`config.mk`:
```
export PLATFORM = sky130hd
export DESIGN_NAME = ccp_timer_select_and_capture
export DESIGN_NICKNAME = d
export VERILOG_FILES = /design/src/design/ccp_timer_select_and_capture.v /design/src/design/capture_store.v
export VERILOG_INCLUDE_DIRS = /design/src /design/src/design
export SDC_FILE = /design/constraint.sdc
export NUM_CORES = 1
export LEC_CHECK = 0
export BUFFER_PORTS_ARGS = -buffer_cell sky130_fd_sc_hd__buf_4
export CORE_ASPECT_RATIO = 0.5
export CORE_MARGIN = 2
export CORE_UTILIZATION = 50
export DETAILED_ROUTE_END_ITERATION = 8
export PLACE_DENSITY = 0.74
export SLEW_MARGIN = 20
export SYNTH_ARGS = -nofsm -noshare
export SYNTH_HDL_FRONTEND = slang
export SYNTH_SLANG_ARGS = --single-unit
export TNS_END_PERCENT = 5
```
`constraint.sdc`:
```
create_clock -name pclk -period 5.4 [get_ports pclk]
set_input_delay 1.08 -clock pclk [delete_from_list [all_inputs] [get_ports pclk]]
set_output_delay 1.08 -clock pclk [all_outputs]
set_load 0.01 [all_outputs]
```
`src/design/ccp_defs.vh`:
```
// Register offsets, field positions and reset values of the capture block
`ifndef CCP_DEFS_VH
`define CCP_DEFS_VH
`define OFF_ROUTE_A     12'h000
`define OFF_ROUTE_B     12'h004
`define OFF_OD_A        12'h008
`define OFF_OD_B        12'h00c
`define OFF_FLAGS       12'h010
`define OFF_IRQ_EN      12'h014
`define OFF_PORT_LATCH  12'h018
`define OFF_DIR         12'h01c
`define OFF_CTRL_BASE   12'h040
`define OFF_CAP_BASE    12'h080
`define ROUTE_A_MASK    8'hd7
`define ROUTE_B_MASK    8'h17
`define OD_A_MASK       8'hff
`define OD_B_MASK       8'h0c
`define CTRL_MASK       8'h3f
`define MODE_OFF        4'h0
`define MODE_FALL       4'h4
`define MODE_RISE       4'h5
`define MODE_RISE4      4'h6
`define MODE_RISE16     4'h7
`define FLAG_LSB        1
`define NUM_CH          7
`define RST_BYTE        8'h00
`define RST_DIR         7'h7f
`endif

```
`src/design/ccp_timer_select_and_capture.v`:
```
// Timer routing, open-drain control and capture logic for channels 4 to 10
//
// The implementer's own choices: the address map and the APB register port.
`timescale 1ns/100ps
`include "ccp_defs.vh"
module ccp_timer_select_and_capture (
  pclk,
  presetn,
  psel,
  penable,
  pwrite,
  paddr,
  pwdata,
  prdata,
  pready,
  pslverr,
  timer_one,
  timer_three,
  timer_five,
  timer_two,
  timer_four,
  timer_six,
  timer_eight,
  pwm_level,
  channel_pin_in,
  channel_pin_out,
  channel_pin_oe,
  cc_timer_value,
  pwm_timer_value,
  event_flag_reg,
  event_enable_reg
);
  input          pclk;
  input          presetn;
  input          psel;
  input          penable;
  input          pwrite;
  input  [11:0]  paddr;
  input  [31:0]  pwdata;
  output [31:0]  prdata;
  output         pready;
  output         pslverr;
  input  [15:0]  timer_one;
  input  [15:0]  timer_three;
  input  [15:0]  timer_five;
  input  [7:0]   timer_two;
  input  [7:0]   timer_four;
  input  [7:0]   timer_six;
  input  [7:0]   timer_eight;
  input  [6:0]   pwm_level;
  input  [6:0]   channel_pin_in;
  output [6:0]   channel_pin_out;
  output [6:0]   channel_pin_oe;
  output [111:0] cc_timer_value;
  output [55:0]  pwm_timer_value;
  output [6:0]   event_flag_reg;
  output [6:0]   event_enable_reg;

  reg  [31:0]  prdata;
  reg          pready;
  reg          pslverr;
  reg  [6:0]   channel_pin_out;
  reg  [6:0]   channel_pin_oe;
  reg  [111:0] cc_timer_value;
  reg  [55:0]  pwm_timer_value;
  reg  [6:0]   event_flag_reg;
  reg  [6:0]   event_enable_reg;
  reg  [7:0]   timer_route_reg_a;
  reg  [7:0]   timer_route_reg_b;
  reg  [7:0]   open_drain_reg_a;
  reg  [7:0]   open_drain_reg_b;
  reg  [6:0]   port_latch_r;
  reg  [6:0]   pin_dir_r;
  reg  [5:0]   channel_control [0:6];
  reg  [6:0]   sync1_r;
  reg  [6:0]   sync2_r;
  reg  [6:0]   prev_r;
  reg  [3:0]   presc_r [0:6];
  reg  [6:0]   cap_evt;
  reg  [6:0]   latch_wr_evt;
  reg  [111:0] cc_sel_nxt;
  reg  [55:0]  pwm_sel_nxt;
  reg          rd_pend_r;
  reg  [31:0]  rd_word;
  reg          rd_err;
  wire [15:0]  cap_rd;
  wire         apb_setup;
  wire         wr_go;
  wire [2:0]   rd_idx;
  wire [6:0]   rise;
  wire [6:0]   fall;
  wire [6:0]   open_drain_sel;
  integer      i;
  integer      j;
  integer      n;
  integer      q;

  // Output mode: compare (1000-1011, 0010) or PWM (11xx)
  function is_output_mode;
    input [3:0] m;
    begin
      is_output_mode = m[3] | (m == 4'h2);
    end
  endfunction

  function is_capture_mode;
    input [3:0] m;
    begin
      is_capture_mode = (m[3:2] == 2'b01);
    end
  endfunction

  // Capture/compare timer choice for a channel
  function [15:0] cc_pick;
    input [2:0]  ch;
    input [7:0]  ra;
    input [15:0] t1;
    input [15:0] t3;
    input [15:0] t5;
    begin
      case (ch)
        3'd0:    cc_pick = (ra[1:0] == 2'b00) ? t1 : t3;
        3'd1:    cc_pick = ra[2] ? t5 : t1;
        3'd2:    cc_pick = ra[4] ? t5 : t1;
        3'd3:    cc_pick = (ra[7:6] == 2'b00) ? t1 : t5;
        default: cc_pick = t1;
      endcase
    end
  endfunction

  function [7:0] even_pick;
    input [1:0] s;
    input [7:0] t2;
    input [7:0] t4;
    input [7:0] t6;
    input [7:0] t8;
    begin
      case (s)
        2'b00:   even_pick = t2;
        2'b01:   even_pick = t4;
        2'b10:   even_pick = t6;
        default: even_pick = t8;
      endcase
    end
  endfunction

  assign apb_setup = psel & ~penable;
  assign wr_go = psel & penable & pwrite & pready;
  assign rd_idx = paddr[4:2];
  assign open_drain_sel = {open_drain_reg_b[3:2], open_drain_reg_a[4:0]};
  assign rise = sync2_r & ~prev_r;
  assign fall = ~sync2_r & prev_r;

  // Timer routing; reserved codes fall back to a defined choice
  always @* begin
    cc_sel_nxt = 112'h0;
    pwm_sel_nxt = 56'h0;
    for (i = 0; i < 7; i = i + 1) begin
      cc_sel_nxt[i*16 +: 16] = cc_pick(i[2:0], timer_route_reg_a,
                                       timer_one, timer_three, timer_five);
    end
    pwm_sel_nxt[7:0]   = even_pick(timer_route_reg_a[1:0], timer_two,
                                   timer_four, timer_six, timer_two);
    pwm_sel_nxt[15:8]  = timer_route_reg_a[2] ? timer_four : timer_two;
    pwm_sel_nxt[23:16] = timer_two;
    pwm_sel_nxt[31:24] = even_pick(timer_route_reg_a[7:6], timer_two,
                                   timer_four, timer_six, timer_eight);
    pwm_sel_nxt[39:32] = even_pick(timer_route_reg_b[1:0], timer_two,
                                   timer_four, timer_six, timer_two);
    pwm_sel_nxt[47:40] = timer_route_reg_b[2] ? timer_four : timer_two;
    pwm_sel_nxt[55:48] = timer_two;
  end

  // Capture event per channel
  always @* begin
    cap_evt = 7'h00;
    for (j = 0; j < 7; j = j + 1) begin
      case (channel_control[j][3:0])
        `MODE_FALL:   cap_evt[j] = fall[j] | latch_wr_evt[j];
        `MODE_RISE:   cap_evt[j] = rise[j] | latch_wr_evt[j];
        `MODE_RISE4:  cap_evt[j] = (rise[j] | latch_wr_evt[j]) & (presc_r[j][1:0] == 2'h3);
        `MODE_RISE16: cap_evt[j] = (rise[j] | latch_wr_evt[j]) & (presc_r[j] == 4'hf);
        default:      cap_evt[i] = 1'b0;
      endcase
    end
  end

  // A port latch write that changes the bit of an output-direction pin counts as an edge
  always @* begin
    latch_wr_evt = 7'h00;
    for (n = 0; n < 7; n = n + 1) begin
      latch_wr_evt[n] = wr_go & (paddr == `OFF_PORT_LATCH) & ~pin_dir_r[n]
                        & (pwdata[n] != port_latch_r[n]);
    end
  end

  always @* begin
    rd_word = 32'h0;
    rd_err = 1'b0;
    case (paddr)
      `OFF_ROUTE_A:    rd_word = {24'h0, timer_route_reg_a};
      `OFF_ROUTE_B:    rd_word = {24'h0, timer_route_reg_b};
      `OFF_OD_A:       rd_word = {24'h0, open_drain_reg_a};
      `OFF_OD_B:       rd_word = {24'h0, open_drain_reg_b};
      `OFF_FLAGS:      rd_word = {24'h0, event_flag_reg, 1'b0};
      `OFF_IRQ_EN:     rd_word = {24'h0, event_enable_reg, 1'b0};
      `OFF_PORT_LATCH: rd_word = {25'h0, port_latch_r};
      `OFF_DIR:        rd_word = {25'h0, pin_dir_r};
      default: begin
        if (paddr[11:5] == 7'h02 && rd_idx < 3'h7) begin
          rd_word = {26'h0, channel_control[rd_idx]};
        end else if (paddr[11:5] == 7'h04 && rd_idx < 3'h7) begin
          rd_word = {16'h0, cap_rd};
        end else begin
          rd_err = 1'b1;
        end
      end
    endcase
  end

  capture_store u_store (
    .pclk    (pclk),
    .presetn (presetn),
    .wr_en   (cap_evt),
    .wr_idx  (3'h0),
    .wr_data (cc_timer_value),
    .rd_idx  (rd_idx),
    .rd_data (cap_rd)
  );

  always @(posedge pclk or negedge presetn) begin
    if (!presetn) begin
      prdata <= 32'h0;
      pready <= 1'b0;
      pslverr <= 1'b0;
      rd_pend_r <= 1'b0;
      timer_route_reg_a <= `RST_BYTE;
      timer_route_reg_b <= `RST_BYTE;
      open_drain_reg_a <= `RST_BYTE;
      open_drain_reg_b <= `RST_BYTE;
      event_flag_reg <= 7'h00;
      event_enable_reg <= 7'h00;
      port_latch_r <= 7'h00;
      pin_dir_r <= `RST_DIR;
      sync1_r <= 7'h00;
      sync2_r <= 7'h00;
      prev_r <= 7'h00;
      channel_pin_out <= 7'h00;
      channel_pin_oe <= 7'h00;
      cc_timer_value <= 112'h0;
      pwm_timer_value <= 56'h0;
      for (q = 0; q < 7; q = q + 1) begin
        channel_control[q] <= 6'h00;
        presc_r[q] <= 4'h0;
      end
    end else begin
      // Writes answer in the first access cycle; reads wait one more cycle
      // because the capture memory output is registered
      pready <= (apb_setup & pwrite) | rd_pend_r;
      pslverr <= ((apb_setup & pwrite) | rd_pend_r) & rd_err;
      rd_pend_r <= apb_setup & ~pwrite;
      if (rd_pend_r) begin
        prdata <= rd_word;
      end
      sync1_r <= channel_pin_in;
      sync2_r <= sync1_r;
      prev_r <= sync2_r;
      cc_timer_value <= cc_sel_nxt;
      pwm_timer_value <= pwm_sel_nxt;
      for (q = 0; q < 7; q = q + 1) begin
        if (!is_capture_mode(channel_control[q][3:0])) begin
          presc_r[q] <= 4'h0;
        end else if (rise[q] | latch_wr_evt[q]) begin
          presc_r[q] <= presc_r[q] + 4'h1;
        end
        channel_oe_drive(q);
      end
      if (wr_go) begin
        case (paddr)
          `OFF_ROUTE_A:    timer_route_reg_a <= pwdata[7:0] & `ROUTE_A_MASK;
          `OFF_ROUTE_B:    timer_route_reg_b <= pwdata[7:0] & `ROUTE_B_MASK;
          `OFF_OD_A:       open_drain_reg_a <= pwdata[7:0] & `OD_A_MASK;
          `OFF_OD_B:       open_drain_reg_b <= pwdata[7:0] & `OD_B_MASK;
          `OFF_IRQ_EN:     event_enable_reg <= pwdata[7:1];
          `OFF_PORT_LATCH: port_latch_r <= pwdata[6:0];
          `OFF_DIR:        pin_dir_r <= pwdata[6:0];
          default: begin
            if (paddr[11:5] == 7'h02 && rd_idx < 3'h7) begin
              channel_control[rd_idx] <= pwdata[5:0];
            end
          end
        endcase
      end
      // Write-one-to-clear; a capture in the same cycle wins
      if (wr_go && paddr == `OFF_FLAGS) begin
        event_flag_reg <= (event_flag_reg & ~pwdata[7:1]) | cap_evt;
      end else begin
        event_flag_reg <= event_flag_reg | cap_evt;
      end
    end
  end

  // Pin driver: open-drain in output modes only releases instead of driving high
  task channel_oe_drive;
    input integer k;
    reg lvl;
    begin
      lvl = channel_control[k][3] & channel_control[k][2] ? pwm_level[k] : port_latch_r[k];
      if (pin_dir_r[k]) begin
        channel_pin_oe[k] <= 1'b0;
        channel_pin_out[k] <= 1'b0;
      end else if (open_drain_sel[k] && is_output_mode(channel_control[k][3:0])) begin
        channel_pin_oe[k] <= ~lvl;
        channel_pin_out[k] <= 1'b0;
      end else begin
        channel_pin_oe[k] <= 1'b1;
        channel_pin_out[k] <= lvl;
      end
    end
  endtask
endmodule // ccp_timer_select_and_capture

```
`src/design/capture_store.v`:
```
// Memory of seven 16-bit captured timer values with registered read port
`timescale 1ns/100ps
module capture_store (
  pclk,
  presetn,
  wr_en,
  wr_idx,
  wr_data,
  rd_idx,
  rd_data
);
  input         pclk;
  input         presetn;
  input  [6:0]  wr_en;
  input  [111:0] wr_data;
  input  [2:0]  wr_idx;
  input  [2:0]  rd_idx;
  output [15:0] rd_data;
  reg    [15:0] mem_r [0:6];
  reg    [15:0] rd_data;
  integer       i;
  // wr_idx unused: one write port per channel, all may capture in one cycle
  always @(posedge pclk or negedge presetn) begin
    if (!presetn) begin
      for (i = 0; i < 7; i = i + 1) begin
        mem_r[i] <= 16'h0000;
      end
      rd_data <= 16'h0000;
    end else begin
      for (i = 0; i < 7; i = i + 1) begin
        if (wr_en[i]) begin
          mem_r[i] <= wr_data[i*16 +: 16];
        end
      end
      if (rd_idx < 3'h7) begin
        rd_data <= mem_r[rd_idx];
      end else begin
        rd_data <= 16'h0000;
      end
    end
  end
endmodule // capture_store

```
==> results.ini <==
[cells_and_area]
layout.nets = 1869
regMostFlops = u_store.mem_r
final_cell_mix = dfrtp_1 (421), buf_4 (353), mux2_2 (245)
largest_reg_flops = 112
n_antenna_cell = 0
reg.largest.list = u_store.mem_r: 112 flops, cc_timer_value: 80 flops, pwm_timer_value: 48 flops
areaGrowthSynthToFinish_pct = 21.4
final_common_cell = dfrtp_1
post_layout_nonfiller_instances = 2238
fin_area_um2 = 22700
drive_gt1_frac = 0.416

[global_route]
grt_pass1_vias = 12645
antenna_found_initial = 1
grt_use_total = 0.247
grt_pass1_wl_um = 74900
grt-ovfl-total = 0
grt_max_degree = 125

[route]
num_vias = 12486
drt-pass1-iter-count = 6
drt_iter0_markers = 972
drc = 0
wirelength_um = 48100
via_per_inst = 5.58
drtAntennaViolNets = 0
wl_per_cell_um = 21.5

[setup_path]
worstPathCellList = buf_4 -> or4_1 -> nor4_4 -> buf_4 -> nand2_2 -> a221oi_4 -> buf_4 -> mux2_2
r2r_setup_slack_ns = 2.54
r2r_start = pready
startpoint_type = input pin
crit_slowest_cell = or4_1
critPathCaptureType = register
path_class = input pin to register
cp_slowest_stage_delay_ns = 0.70
worstPathRequired_ns = 5.83
critical_path_arrival_ns = 3.96
critPathMaxFanout = 17
crit_start = paddr[6]
r2r_cells = 7
path_common_cell = buf_4
r2r-end = u_store.mem_r[100]

[floorplan]
dieWidth_um = 278
start_util = 0.504
num_rows = 50
die_y_um = 141
ioPinCount = 373
core-area_um2 = 37200
die_area_um2 = 39100

[place]
place_area_um2 = 21400
dp_cells = 2167
dp_hpwl_um = 33700
io_buffers = 332
gp_congestion = 0.869

[power_and_ir_drop]
seq_power_share = 0.499
p_sw_mw = 1.56
power.internal_mw = 5.11
p_per_area_nw_per_um2 = 293
combPwrFrac = 0.073
ir_drop_mv = 0.207
p_clk_frac = 0.428
p_sw_frac = 0.234
p_leak_nw = 10.8

[clocking]
clk_pin_slew_ns = 0.06
clk_path_buf_depth = 3
h-tree-depth = 2
cts_tree = built
postCtsSetupBuffers = 0
cts_resized = 0
cts_sinks = 428
clk_latency_ns = 0.55
cts_made_buffers = 39
hold_buffers = 0
root_buffer = clkbuf_16

[synth]
syn-mean-instance-area_um2 = 13.1
yosys_warnings = 0
synth_flop_cell = dfrtp_1
synth_edf_count = 0
ys_ff_latch = 428
synthArstFlopShare = 1.00
ys_types = 60
synthCells = 1423
yosysSeqAreaShare = 0.573
syn-cell-area_um2 = 18700

[sta]
maxSlewViolCount = 0
fmax_mhz = 283
finalCritPeriodShare = 0.654
finalHoldViolations = 0
clock-skew-final_ns = 0.0244
fin_crit_ns = 3.53
slew-limit-headroom = 0.217
tightestPinTransition_ns = 1.17
setup_violations = 0
finalSetupTns_ns = 0
rsz0062_at_grt = false

[outcome]
outcome = finished clean

[worst_hold_path]
min_to = sync2_r[2]
hp-start = sync1_r[2]
whs_path_depth = 0
hold_class = register to register

[run]
cap_violations = 0

-- power by group through the flow --
stage	Combinational, mW	Sequential, mW	Clock [mW]
3_5_place_dp	0.494	3.38	0
6_report	0.489	3.32	2.85
5_1_grt	0.527	3.33	3.03
4_1_cts	0.496	3.32	2.89
2_1_floorplan	0.170	3.40	0
3_3_place_gp	0.487	3.38	0
-- cells by family after synthesis --
family          after synthesis  share of synthesized area
simple gates                262                     0.0683
other cells                   1                   0.000200
buf+inv                     147                     0.0433
flops                       428                      0.573
xor+xnor                     14                    0.00655
fa+ha+maj                    12                    0.00802
mux                         353                      0.228
compound gates              206                     0.0724
-- metal layers --
layer / GRT usage / part of all wire
met1: 0.340 / 0.44
met2: 0.415 / 0.49
met3: 0.0414 / 0.045
met4: 0.0600 / 0.022
met5: 0 / 0.00027
-- per-stage QoR --
step / hold WS (ns) / utilization / setup slack [ns] / power [mW]
floorplan: 0.331 / - / 2.07 / 3.57
global placement: 0.332 / 0.576 / 1.35 / 3.87
detailed placement: 0.339 / 0.576 / 1.33 / 3.88
CTS: 0.353 / 0.612 / 1.90 / 6.71
global route: 0.361 / 0.612 / 1.81 / 6.88
finish: 0.351 / 0.612 / 1.87 / 6.66
-- critical path: cells and delay by family --
kind                   cells  cell delay (ns)
AND/OR/NAND/NOR            3             1.38
multiplexers               1             0.39
AO/OA/AOI/OAI              1             0.24
buffers and inverters      3             0.82
-- worst max-delay path by stage --
| stage | end | slack (ns) | depth (start not counted) |
|---|---|---|---|
| 6_report | u_store.mem_r[100] | 1.87 | 8 |
| 4_1_cts | u_store.mem_r[100] | 1.90 | 8 |
| 2_1_floorplan | u_store.mem_r[39] | 2.07 | 8 |
| 3_3_place_gp | u_store.mem_r[101] | 1.35 | 8 |
| 3_5_place_dp | u_store.mem_r[100] | 1.33 | 8 |
| 5_1_grt | u_store.mem_r[100] | 1.81 | 8 |
-- cell type report --
type,instances,area [um^2]
Sequential cell,428,10700
Clock inverter,16,154
Inverter,25,93.8
Clock buffer,55,1170
Multi-Input combinational cell,863,7250
Tap cell,494,618
Timing Repair Buffer,357,2730
Fill cell,2931,14400
-- cells in the mapped netlist (3+ instances only) --
cell / number / area [um^2]
nand4_1: 4 / 25.0
and3_1: 5 / 31.3
clkbuf_1: 42 / 158
xor2_1: 7 / 61.3
mux2_1: 36 / 405
a21boi_0: 3 / 22.5
nand3_1: 15 / 75.1
ha_1: 12 / 150
o22ai_1: 4 / 25.0
nor2_1: 77 / 289
nor2b_1: 23 / 144
buf_2: 3 / 15.0
a32oi_1: 4 / 35.0
nor3b_1: 10 / 75.1
a21oi_1: 57 / 285
dfrtp_1: 421 / 10500
a31oi_1: 6 / 37.5
mux2_2: 245 / 2760
inv_1: 25 / 93.8
a2bb2oi_1: 3 / 26.3
o21a_1: 11 / 82.6
a22oi_1: 19 / 143
a221oi_4: 5 / 131
xnor2_1: 7 / 61.3
a21o_1: 8 / 60.1
or3_1: 15 / 93.8
nor3_1: 9 / 45.0
dfstp_2: 7 / 184
mux4_2: 31 / 698
o2111ai_1: 3 / 26.3
o21ai_0: 66 / 330
a211oi_1: 5 / 37.5
nand2b_1: 7 / 43.8
buf_6: 4 / 45.0
buf_1: 13 / 48.8
buf_4: 60 / 450
mux2i_1: 41 / 410
nand2_2: 4 / 25.0
nand2_1: 79 / 297
No activity file was read; power rests on OpenSTA's default activity.
